$ cat config.mk
export PLATFORM = sky130hd
export DESIGN_NAME = mam_memory_address_mux
export DESIGN_NICKNAME = d
export VERILOG_FILES = /design/src/mam_pkg.sv /design/src/mam_sync.sv /design/src/mam_memory_address_mux.sv
export VERILOG_INCLUDE_DIRS = /design/src
export SDC_FILE = /design/constraint.sdc
export NUM_CORES = 1
export LEC_CHECK = 0
export CAP_MARGIN = 25
export CORE_UTILIZATION = 49
export CTS_BUF_LIST = sky130_fd_sc_hd__clkbuf_4 sky130_fd_sc_hd__clkbuf_8 sky130_fd_sc_hd__clkbuf_16
export DETAILED_ROUTE_END_ITERATION = 7
export DONT_BUFFER_PORTS = 1
export HOLD_SLACK_MARGIN = 0.02
export SLEW_MARGIN = 30
export SYNTH_ARGS = -nofsm -noshare
export SYNTH_HDL_FRONTEND = slang
export SYNTH_SLANG_ARGS = --single-unit
$ cat constraint.sdc
create_clock -name clk_in -period 1.9 [get_ports clk_in]
set_input_delay 0.38 -clock clk_in [delete_from_list [all_inputs] [get_ports clk_in]]
set_output_delay 0.38 -clock clk_in [all_outputs]
set_load 0.005 [all_outputs]
$ cat src/mam_regs.svh
`ifndef MAM_REGS_SVH
`define MAM_REGS_SVH

// ==========================================================================
// Widths and positions.
`define MAM_ADDR_W       22
`define MAM_INT_ADDR_W   32
`define MAM_SD_ADDR_W    13
`define MAM_BANK_HI_BIT  21
`define MAM_BANK_LO_BIT  20
`define MAM_COL_MIN      8
`define MAM_COL_MAX      11
`define MAM_DATA_W       32

// ==========================================================================
// Reset values.
`define MAM_ADDR_RST     22'h000000
`define MAM_CS_N_RST     2'h3

`endif

$ cat src/mam_pkg.sv
`include "mam_regs.svh"

package mam_pkg;

  // ========================================================================
  // Cycle kinds and widths.
  typedef enum logic [1:0] {MAM_CYC_IDLE, MAM_CYC_SDRAM, MAM_CYC_STATIC, MAM_CYC_IO} mam_cyc_t;
  typedef enum logic [1:0] {MAM_W8, MAM_W16, MAM_W32} mam_width_t;
  typedef enum logic [1:0] {MAM_PH_ROW, MAM_PH_COL, MAM_PH_NONE} mam_phase_t;

  // ========================================================================
  // Access request.
  typedef struct packed {
    mam_cyc_t                    cyc;
    mam_width_t                  width;
    mam_phase_t                  phase;
    logic                        sd_bank;
    logic [`MAM_INT_ADDR_W-1:0]  addr;
  } mam_req_t;

  // ========================================================================
  // Pin outputs.
  typedef struct packed {
    logic [`MAM_ADDR_W-1:0]  addr;
    logic [1:0]              sd_cs_n;
  } mam_pins_t;

endpackage : mam_pkg

$ cat src/mam_sync.sv
`timescale 1ns/100ps

// ==========================================================================
// Two-stage synchroniser with edge detection on the second stage.
module mam_sync
  import mam_pkg::*;
(
  // Clock and reset
  input  wire logic clk_in,
  input  wire logic nrst_in,
  // Asynchronous level
  input  wire logic async_in,
  // Synchronised level and rising edge
  output logic      level_out,
  output logic      rise_out
);

  logic meta_q;
  logic sync_q;
  logic last_q;

  always_ff @(posedge clk_in or negedge nrst_in)
  begin
    if (!nrst_in)
    begin
      // Reset high so that a pin already high gives no false edge.
      meta_q <= 1'b1;
      sync_q <= 1'b1;
      last_q <= 1'b1;
    end
    else
    begin
      meta_q <= async_in;
      sync_q <= meta_q;
      last_q <= sync_q;
    end
  end

  assign level_out = sync_q;
  assign rise_out  = sync_q & ~last_q;

endmodule : mam_sync

$ cat src/mam_memory_address_mux.sv
`timescale 1ns/100ps
`include "mam_regs.svh"

// Operation
// - Drive one shared 22-bit address bus.
// - SDRAM cycles emit row and column addresses.
// - Column bits programmable 8 to 11.
// - SDRAM address only on lines 12..0.
// - SDRAM bank bits on lines 21, 20.
// - Asynchronous cycles drive address bits 21, 20.
// - I/O cycles present byte address.
// - SDRAM and static addresses aligned by width.
// - System clock driven out for SDRAM.
// - SDRAM timing taken from clock input pin.
// - Data bus 32 bits, also 8 and 16.
// - Two SDRAM banks, active-low chip selects.
module mam_memory_address_mux
  import mam_pkg::*;
#(
  parameter int ADDR_W = `MAM_ADDR_W,
  parameter int DATA_W = `MAM_DATA_W
)
(
  // Clock and reset
  input  wire logic              clk_in,
  input  wire logic              nrst_in,
  // Access request from the memory controller
  input  wire mam_req_t          req_in,
  input  wire logic [1:0]        col_bits_sel_in,
  // SDRAM clock pin and its rising edges
  input  wire logic              sdram_clock_in,
  output logic                   sdram_clk_rise_out,
  // System clock out
  output logic                   system_clock_out,
  // Address and chip selects
  output logic [ADDR_W-1:0]      addr_out,
  output logic                   addr_hi_or_bank_sel_1,
  output logic                   addr_hi_or_bank_sel_0,
  output logic [1:0]             sdram_chip_select_n,
  // Data bus
  input  wire logic [DATA_W-1:0] data_in,
  input  wire logic [DATA_W-1:0] wr_data_in,
  input  wire logic              wr_en_in,
  output logic [DATA_W-1:0]      data_out,
  output logic [DATA_W/8-1:0]    data_oe_out,
  output logic [DATA_W-1:0]      rd_data_out
);

  // ========================================================================
  // Width decode used for both address and data lanes.
  function automatic logic [1:0] width_shift(input mam_width_t w);
    unique case (w)
      MAM_W8:  width_shift = 2'h0;
      MAM_W16: width_shift = 2'h1;
      MAM_W32: width_shift = 2'h2;
      default: width_shift = 2'h2;
    endcase
  endfunction : width_shift

  function automatic logic [DATA_W/8-1:0] lane_mask(input mam_width_t w);
    unique case (w)
      MAM_W8:  lane_mask = 4'h1;
      MAM_W16: lane_mask = 4'h3;
      MAM_W32: lane_mask = 4'hf;
      default: lane_mask = 4'hf;
    endcase
  endfunction : lane_mask

  // ========================================================================
  // Clocking.
  logic sd_level;

  mam_sync u_sd_sync
  (
    .clk_in    (clk_in),
    .nrst_in   (nrst_in),
    .async_in  (sdram_clock_in),
    .level_out (sd_level),
    .rise_out  (sdram_clk_rise_out)
  );

  logic sysclk_q;
  always_ff @(posedge clk_in or negedge nrst_in)
  begin
    if (!nrst_in)
      sysclk_q <= 1'b0;
    else
      sysclk_q <= ~sysclk_q;
  end
  assign system_clock_out = sysclk_q;

  // ========================================================================
  // Address formation.
  logic [`MAM_INT_ADDR_W-1:0] word_addr;
  logic [3:0]                 col_n;
  logic [`MAM_INT_ADDR_W-1:0] row_val;
  logic [`MAM_INT_ADDR_W-1:0] col_mask;
  logic [`MAM_INT_ADDR_W-1:0] col_val;
  logic [ADDR_W-1:0]          addr_d;
  logic [ADDR_W-1:0]          addr_q;
  logic [1:0]                 bank_hit;
  logic [1:0]                 cs_n_d;
  logic [1:0]                 cs_n_q;

  assign word_addr = req_in.addr >> width_shift(req_in.width);
  assign col_n    = 4'(`MAM_COL_MIN) + {2'h0, col_bits_sel_in};
  assign row_val  = word_addr >> col_n;
  assign col_mask = (32'h1 << col_n) - 32'h1;
  assign col_val  = word_addr & col_mask;

  always_comb
  begin
    addr_d = addr_q;
    unique case (req_in.cyc)
      MAM_CYC_IDLE:
        addr_d = addr_q;
      MAM_CYC_SDRAM:
      begin
        addr_d = '0;
        if (req_in.phase == MAM_PH_ROW)
          addr_d[`MAM_SD_ADDR_W-1:0] = row_val[`MAM_SD_ADDR_W-1:0];
        else
          addr_d[`MAM_SD_ADDR_W-1:0] = col_val[`MAM_SD_ADDR_W-1:0];
        addr_d[`MAM_BANK_HI_BIT:`MAM_BANK_LO_BIT] = row_val[`MAM_SD_ADDR_W+1:`MAM_SD_ADDR_W];
      end
      MAM_CYC_STATIC:
        addr_d = word_addr[ADDR_W-1:0];
      MAM_CYC_IO:
        addr_d = req_in.addr[ADDR_W-1:0];
    endcase
  end

  always_ff @(posedge clk_in or negedge nrst_in)
  begin
    if (!nrst_in)
      addr_q <= `MAM_ADDR_RST;
    else
      addr_q <= addr_d;
  end

  assign addr_out              = addr_q;
  assign addr_hi_or_bank_sel_1 = addr_q[`MAM_BANK_HI_BIT];
  assign addr_hi_or_bank_sel_0 = addr_q[`MAM_BANK_LO_BIT];

  // ========================================================================
  // Chip selects.

  for (genvar bank = 0; bank < 2; bank++)
  begin : g_bank
    assign bank_hit[bank] = (req_in.cyc == MAM_CYC_SDRAM) && (req_in.sd_bank == 1'(bank));
  end
  assign cs_n_d = ~bank_hit;

  always_ff @(posedge clk_in or negedge nrst_in)
  begin
    if (!nrst_in)
      cs_n_q <= `MAM_CS_N_RST;
    else
      cs_n_q <= cs_n_d;
  end

  assign sdram_chip_select_n = cs_n_q;

  // ========================================================================
  // Data bus lanes.
  logic [DATA_W/8-1:0] lane_en;
  logic [DATA_W-1:0]   dout_q;
  logic [DATA_W/8-1:0] oe_q;
  logic [DATA_W-1:0]   din_q;

  assign lane_en = wr_en_in ? lane_mask(req_in.width) : '0;

  always_ff @(posedge clk_in or negedge nrst_in)
  begin
    if (!nrst_in)
      dout_q <= '0;
    else
      dout_q <= wr_data_in;
  end

  always_ff @(posedge clk_in or negedge nrst_in)
  begin
    if (!nrst_in)
      oe_q <= '0;
    else
      oe_q <= lane_en;
  end

  always_ff @(posedge clk_in or negedge nrst_in)
  begin
    if (!nrst_in)
      din_q <= '0;
    else
      din_q <= data_in;
  end

  assign data_out    = dout_q;
  assign data_oe_out = oe_q;
  assign rd_data_out = din_q;

  logic unused_level;
  assign unused_level = sd_level;

endmodule : mam_memory_address_mux

==> run metrics, run 1 <==
Die H 96.74 um; Final setup viols 0; final WL approximately 11000 um; async set or reset register ratio after synthesis 100.0%; largest cells by area after synthesis dfrtp_1 (51%), mux4_2 (8.2%), mux2i_1 (5.0%), mux2_2 (4.4%), dfstp_2 (3.0%); DPL Wire Length 7523 um; CTS buffer count 9; num ports between 200 and 250; violated checks negative hold slack; Final min period roughly 1.5 ns; Synth Net Count between 400 and 500; layout cells sized above 1 between 10% and 20%; ys flop type dfrtp_1; PD cells 773.5 nW/um^2; Core Footprint 8721 sq um; clock net sink count 95; Peak VDD IR 0.4890 mV; vias ~3200; gr ovfl total 0; crit start category primary input; fmax 684.1 MHz; CTS Root Cell clkbuf_8; Setup CP Type in2reg; Setup WS post-layout about 0.44 ns; CP Max Fanout 28; P&R area growth vs syn 19.60%; Worst setup EP type register; H-tree levels 3; Post-synth EDFFs 0; Die Wd between 90 and 100 um; Post-Syn Instances between 300 and 400; fillcell total 697; initial antenna violation count 0; Final Cycle Share 76.93%; most frequent cells in the layout dfrtp_1 (90), dlygate4sd3_1 (59), nand2_1 (32); overall die area 9359 sq um; register area share after synthesis between 50% and 60%; Slew Viols, Final 0; RSZ-0062 raised after global routing false; Slew @ Worst Pin ~0.7 ns; # nets final around 520; share of the synthesized area in the top cell type between 50% and 60%; Longest Clk Path Bufs 2; first-pass GRT wire length roughly 17000 um; # DRC 0; final hold vios 95; drt pass-1 iters 5; area leader, netlist dfrtp_1; vias per inst a little over 6; Clock transition at path regs around 0.10 ns; MaxCap Viol Count 0; Routed Antenna Nets 0; Setup Skew 0.007340 ns; WP data required between 2 and 2.5 ns; Inst Count DP about 440; DRT iter0 DRCs between 150 and 200; Placed Area roughly 4500 sq um; number of global-route vias before repair 2922; WL/cell 21.43 um; Relative slew margins a little over half; crit path DAT 1.71 ns; number of setup buffers added after CTS 0; Hold Crit Class in2async; Final Cell Area between 5000 and 6000 sq um; GRT Util Overall between 20 and 25%; clock latency on the worst-skew pair around 0.36 ns; I/O Buffers 0; placer congestion estimate 0.8722; ANT cells 0; number of synthesized register bits 95; synth warn 0; largest net degree at the start of global routing 96; Initial Util between 50% and 60%; CTS tree done; status finished with violations; Final Non-Filler Cells between 500 and 600; commonest non-fill, non-tap cell in the layout dfrtp_1; Leakage between 2 and 2.5 nW; Fin Hold WS -0.2974 ns; Post-Syn Area 4398 sq um; Netlist cell types 50; # rows 34; Placement Setup Slack 0.07021 ns; Fin Setup TNS 0 ns; Avg Inst Size Synth 12.53 sq um
==> flip-flops by register name (all words and copies together), names as in the netlist <==
name                 count
system_clock_out         1
sdram_chip_select_n      2
u_sd_sync.level_out      1
data_out                32
u_sd_sync.meta_q         1
addr_out                22
data_oe_out              3
rd_data_out             32
u_sd_sync.last_q         1
==> cells by family after synthesis <==
kind of cell    synth area share [%]
fa+ha+maj                     0.2844
simple gates                   7.880
mux                            18.41
compound gates                 14.88
buf+inv                        4.353
flops                          54.20
==> metrics by stage <==
stage / hold WS (ns) / total power, mW / util [%]
floorplan: 0.08441 / 2.679 / -
global placement: 0.08651 / 2.733 / 51.35
detailed placement: 0.08624 / 2.737 / 51.35
CTS: -0.3218 / 4.049 / 55.61
global route: -0.3307 / 4.259 / 60.32
finish: -0.2974 / 4.069 / 60.32
==> worst max-delay path, stage by stage <==
cell     delay, ns
mux2_1        0.36
mux4_2        0.47
a22o_1        0.22
a221o_1       0.27
==> cells in the mapped netlist, types with 3 or more instances <==
library cell,count
buf_4,3
o21ai_0,13
buf_2,9
nand2_1,32
a211oi_1,4
a22o_1,8
o22ai_1,5
dfrtp_1,90
and2_1,4
mux4_2,16
inv_1,7
mux2i_1,22
o32ai_1,4
mux2_2,17
nor2b_1,7
o211a_1,3
nand2b_1,9
nor3_1,5
dfstp_2,5
nor2_1,9
clkbuf_1,12
o211ai_1,7
a21oi_1,11
a221o_1,6
o21a_1,7
==> worst paths after layout <==
check	from	to	slack, ns	cells past startpoint
max in group asynchronous	nrst_in	u_sd_sync.level_out	1.97	0
worst max-delay path	req_in[35]	addr_out[11]	0.44	4
min in group clk_in	data_in[10]	rd_data_out[10]	0.05	0
worst min register to register	u_sd_sync.level_out	u_sd_sync.last_q	0.36	0
worst min-delay path	nrst_in	addr_out[6]	-0.30	0
worst max register to register	addr_out[6]	addr_out[6]	0.60	2
==> timing repair <==
action | 4_1_cts | 5_1_grt
endpoints found under the hold margin | 113 | 136
gates resized for setup | 0 | 0
hold buffers | 18 | 41
==> cell type report <==
cell class / instances / area, sq um / area share (%)
Clock buffer: 9 / 123.9 / 2.355
Inverter: 9 / 33.78 / 0.6422
Multi-Input combinational cell: 219 / 1823 / 34.66
Timing Repair Buffer: 71 / 693.2 / 13.18
Clock inverter: 7 / 67.56 / 1.284
Sequential cell: 95 / 2384 / 45.31
Tap cell: 108 / 135.1 / 2.569
==> report_power, final <==
group / switching, mW / internal, mW
logic: 0.218 / 0.328
registers: 0.0950 / 2.16
clock network: 0.762 / 0.507
==> layer usage <==
metal | track usage [%] | share of wire [%] | vias up
li1 | - | - | 1405
met1 | 30.04 | 40 | 1602
met2 | 37.54 | 51 | 176
met3 | 8.092 | 9.3 | 4
met4 | 5.166 | 0.53 | 0
met5 | 0 | 0 | -
No activity file was read; power rests on OpenSTA's default activity.
==> inputs of run 2 (changes only) <==
--- a/config.mk
+++ b/config.mk
@@ -12,6 +12,7 @@
 export DETAILED_ROUTE_END_ITERATION = 7
 export DONT_BUFFER_PORTS = 1
 export HOLD_SLACK_MARGIN = 0.02
+export PLACE_DENSITY = 0.66
 export SLEW_MARGIN = 30
 export SYNTH_ARGS = -nofsm -noshare
 export SYNTH_HDL_FRONTEND = slang
==> constraint.sdc (replaced) <==
create_clock -name clk_in -period 1.3 [get_ports clk_in]
set_input_delay 0.26 -clock clk_in [delete_from_list [all_inputs] [get_ports clk_in]]
set_output_delay 0.26 -clock clk_in [all_outputs]
set_load 0.005 [all_outputs]
==> run 2 against run 1 <==
The flow still finishes with violations (negative hold slack). Die area stayed put. Cell area is 8.0% higher. Combinational power is 76% higher. Clock power is 54% higher. Count of clock-buffer cells in the layout is 1 higher. Power is 53% higher. Wire length is 12% higher. Setup slack worse by 0.44 ns. Global-route usage is 4.0 points higher. Sequential share of layout area is 3.4 points lower. Critical endpoint is now sdram_clk_rise_out. Largest cell class unchanged.
==> run metrics, run 2 (synthesis results as in run 1) <==
status finished with violations; violated checks negative hold slack; H-tree levels 3; Sequential Area about 2400 sq um; worst path cell trace nor2b_4; # DRC 0; Die H roughly 97 um; clock latency on the worst-skew pair about 0.35 ns; worst r2r path cells 2; Power, Total 6.215 mW; clock net sink count between 90 and 100; Longest Clk Path Bufs 2; # nets final around 560; GRT busiest layer met2; final hold vios 95; overall die area ~9400 sq um; Crit path max-delay family flip-flops; DRT iter0 DRCs around 250; GRT met2 Usage between 40% and 50%; gr ovfl total 0; Setup CP Type reg2out; NetSw 1.540 mW; Core Footprint approximately 8700 sq um; RSZ-0062 raised after global routing true; Final min period about 1.3 ns; # rows 34; fillcell total 642; Inst Count DP ~470; Worst Path Buf+Inv 0; sequential cell fraction of total power between 50% and 60%; CP Max Fanout 2; fmax between 700 and 800 MHz; Peak VDD IR roughly 0.63 mV; number of global-route vias before repair about 3400; largest net degree at the start of global routing between 90 and 100; Initial Util between 50% and 60%; Clock transition at path regs ~0.090 ns; crit path DAT 1.04 ns; PD cells ~1100 nW/um^2; crit start category register; first-pass GRT wire length about 20000 um; Slew Viols, Final 0; power share of the clock group approximately a third; Comb power frac 15.5%; biggest cell delay along the critical path between 0.5 and 0.6 ns; Final setup viols 0; vias about 3400; Final Cycle Share about 100%; Worst setup EP type output pin; GRT met3 Usage under 10%; CP max stage cell dfstp_2; Fin Hold WS -0.4119 ns; vias per inst ~6; initial antenna violation count 0; CTS buffer count 9; DPL Wire Length a little over 8000 um; met1 Track Usage GR 32.02%; I/O Buffers 0; Relative slew margins a little over half; Leakage 2.431 nW; drt pass-1 iters 4; final WL between 10000 and 15000 um; GRT Util Overall between 20 and 30%; placer congestion estimate 0.9425; commonest non-fill, non-tap cell in the layout dfrtp_1; CTS Root Cell clkbuf_8; num ports 205; CP Depth 1; P&R area growth vs syn 29.19%; Placement Setup Slack -0.3937 ns; MaxCap Viol Count 0; Routed Antenna Nets 0; CTS tree done; area used by multi-input combinational logic about 1900 sq um; WL/cell around 22 um; internal power between 4 and 5 mW; WP data required between 1 and 1.5 ns; Switching Share roughly a quarter; Setup WS post-layout 0.001242 ns; ANT cells 0; layout cells sized above 1 25.44%; Die Wd slightly below 100 um; Final Non-Filler Cells 560; Hold Crit Class in2async; most frequent cells in the layout dfrtp_1 (90), dlygate4sd3_1 (72), buf_4 (41); Setup Skew approximately 0.00012 ns; Slew @ Worst Pin just under 0.7 ns
-- run 2: worst register-to-register path, delay by kind of cell (launching register included) --
kind               cells  cell delay [ns]
muxes                  1             0.46
DFF                    1             0.40
AOI/OAI and AO/OA      1             0.27
-- run 2: final cells by class --
class                   count  area share, %
clock inverters             6          1.211
inverters                   9         0.6386
clock buffers              10          2.312
multi-input cells         219          33.41
repair buffers            113          18.10
flip-flops and latches     95          41.95
well taps                 108          2.378
-- run 2: path summary, 6_finish.rpt --
check                      slack [ns]           startpoint                      to
hold reg to reg                  0.36     u_sd_sync.meta_q     u_sd_sync.level_out
hold / removal                  -0.41              nrst_in            data_out[12]
setup reg to reg                 0.06          addr_out[5]             addr_out[5]
min in group clk_in              0.05           req_in[38]            addr_out[19]
setup / recovery                0.001  u_sd_sync.level_out      sdram_clk_rise_out
max in group asynchronous        1.51              nrst_in  sdram_chip_select_n[1]
-- run 2: metal layers --
layer	vias to the layer above	share of wire [%]
li1	1494	-
met3	21	8.0
met2	159	53
met4	0	2.1
met1	1682	37
met5	-	0
-- run 2: power groups by stage --
stage / Combinational (mW) / Clock [mW] / Sequential (mW)
floorplan: 0.644 / 0 / 3.31
global placement: 0.741 / 0 / 3.35
detailed placement: 0.757 / 0 / 3.35
CTS: 0.937 / 1.99 / 3.30
global route: 1.05 / 2.13 / 3.32
finish: 0.961 / 1.95 / 3.30
-- run 2: stage by stage --
| step | area [sq um] | setup TNS [ns] | util [%] |
|---|---|---|---|
| floorplan | 4494 | -5.641 | - |
| global placement | 4718 | -4.476 | 54.10 |
| detailed placement | 4718 | -5.058 | 54.10 |
| CTS | 5634 | -0.006057 | 64.61 |
| global route | 5682 | -0.04239 | 65.15 |
| finish | 5682 | 0 | 65.15 |
-- run 2: repair_timing --
item	CTS	global route
hold buffers	70	2
buffers inserted	0	1
endpoints found under the setup margin	2	6
pin swaps	1	2
gates resized for setup	5	5
hold endpoints to repair	166	98
==> inputs of run 3 (changes only) <==
--- a/config.mk
+++ b/config.mk
@@ -12,7 +12,6 @@
 export DETAILED_ROUTE_END_ITERATION = 7
 export DONT_BUFFER_PORTS = 1
 export HOLD_SLACK_MARGIN = 0.02
-export PLACE_DENSITY = 0.66
 export SLEW_MARGIN = 30
 export SYNTH_ARGS = -nofsm -noshare
 export SYNTH_HDL_FRONTEND = slang
==> constraint.sdc (replaced) <==
create_clock -name clk_in -period 1.25 [get_ports clk_in]
set_input_delay 0.25 -clock clk_in [delete_from_list [all_inputs] [get_ports clk_in]]
set_output_delay 0.25 -clock clk_in [all_outputs]
set_load 0.005 [all_outputs]
==> run 3 against run 2 <==
The run ends with negative hold slack, negative setup slack left. Cell area up 0.51%. Count of clock-buffer cells in the layout up 3. Power up 2.8%. Sequential cell count unchanged. Final cell count up 0.71%. Highest routed layer unchanged. Setup slack worse by 0.024 ns. First-iteration DRC count down 39%. Critical path type is now in2reg. Sequential power up 4%. Via count down 1.9%. Sequential share of layout area down 0.21 points. Non-clock buffer count up 4.
==> run metrics, run 3 (synthesis results as in run 1) <==
Core Footprint a little under 9000 sq um; WL/cell just over 20 um; final hold vios 95; layout cells sized above 1 26.10%; P&R area growth vs syn 29.84%; R2R Setup Slk 0 ns; clock latency on the worst-skew pair 0.35 ns; placer congestion estimate 0.8528; CP Max Fanout 28; number of global-route vias before repair approximately 3400; ANT cells 0; RSZ-0062 raised after global routing true; DRT iter0 DRCs 150; # rows 34; Worst setup EP type register; final WL ~12000 um; crit start category primary input; Final setup viols 2; initial antenna violation count 0; Setup WS post-layout -0.02258 ns; WP data required 1.50 ns; Longest Clk Path Bufs 2; area used by multi-input combinational logic between 1500 and 2000 sq um; gr ovfl total 0; Fin Hold WS -0.4233 ns; Setup CP Type in2reg; Setup Skew roughly 0.011 ns; Relative slew margins between 40% and 50%; commonest non-fill, non-tap cell in the layout dfrtp_1; clock net sink count 95; Fin Setup TNS -0.03671 ns; CTS buffer count 9; fillcell total a little under 700; # nets final between 500 and 600; Hold Crit Class in2async; final core utilization between 60% and 70%; violated checks negative hold slack, negative setup slack; Die H just under 100 um; Slew Viols, Final 0; reg2reg start addr_out[6]; DR top layer met4; Die Wd 96.74 um; PD cells roughly 1100 nW/um^2; # DRC 0; CP startpoint req_in[35]; CTS tree done; Sequential Area 2384 sq um; first-pass GRT wire length roughly 18000 um; Placed Area around 4800 sq um; Final Cell Area 5710 sq um; largest net degree at the start of global routing 96; GRT Util Overall approximately a quarter; most frequent cells in the layout dfrtp_1 (90), dlygate4sd3_1 (71), buf_4 (46); DPL Wire Length slightly below 8000 um; Met3 Wirelength just over 900 um; drt pass-1 iters 4; Initial Util slightly above 50%; number of setup buffers added after CTS 0; H-tree levels 3; WL met2 5902 um; MaxCap Viol Count 0; Leakage around 2.5 nW; fmax 785.8 MHz; Final Cycle Share 101.8%; crit path DAT roughly 1.5 ns; vias approximately 3300; status finished with violations; Slew @ Worst Pin 0.7554 ns; I/O Buffers 0; num ports between 200 and 250; vias per inst approximately 5.8; M1 wire length approximately 4600 um; Clock transition at path regs approximately 0.090 ns; Routed Antenna Nets 0; CTS Root Cell clkbuf_8; overall die area approximately 9400 sq um; Final min period 1.273 ns; Peak VDD IR ~0.62 mV
==> run 3: layout make-up <==
| type | count | share of cell area, % |
|---|---|---|
| clock inverters | 3 | 0.4601 |
| well taps | 108 | 2.366 |
| repair buffers | 117 | 18.49 |
| inverters | 9 | 0.6354 |
| multi-input cells | 219 | 33.28 |
| clock buffers | 13 | 3.024 |
| flip-flops and latches | 95 | 41.74 |
==> run 3: worst paths after layout <==
check / end / depth (start not counted)
setup / recovery: addr_out[6] / 4
hold / removal: addr_out[21] / 0
setup reg to reg: addr_out[6] / 2
hold reg to reg: u_sd_sync.last_q / 0
max in group asynchronous: sdram_chip_select_n[1] / 0
min in group clk_in: addr_out[17] / 1
==> run 3: what timing repair did <==
| item | in CTS | in global routing |
|---|---|---|
| resized for setup | 6 | 4 |
| pin swaps | 1 | 1 |
| hold buffers | 70 | 1 |
| hold endpoints to repair | 169 | 96 |
| endpoints found under the setup margin | 4 | 6 |
==> run 3: layer usage <==
metal	vias up	GRT usage, %
li1	1500	-
met1	1640	31.92
met2	144	43.28
met3	8	7.731
met4	0	6.544
met5	-	0
==> run 3: power by group <==
group | internal [mW] | leakage [nW] | switching (mW) | total, mW
combinational | 0.629 | 1.25 | 0.380 | 1.01
clock | 0.921 | 0.103 | 1.04 | 1.96
sequential | 3.28 | 1.11 | 0.138 | 3.42
total | 4.83 | 2.46 | 1.56 | 6.39
==> run 3: critical path, stage by stage <==
cell and delay [ns]:
mux2_2 0.33, o211a_1 0.20, mux4_2 0.46, a221o_1 0.27
==> run 3: stage by stage <==
step           hold WS (ns)  instances  setup slack, ns  power, mW
6_report            -0.4233        564         -0.02258      6.390
5_1_grt             -0.4548        564         -0.05815      6.698
4_1_cts             -0.4453        563         -0.04161      6.460
3_5_place_dp       -0.04379        477          -0.4124      4.289
3_3_place_gp       -0.04391        477          -0.4018      4.275
2_1_floorplan      -0.04559        351          -0.4969      4.114
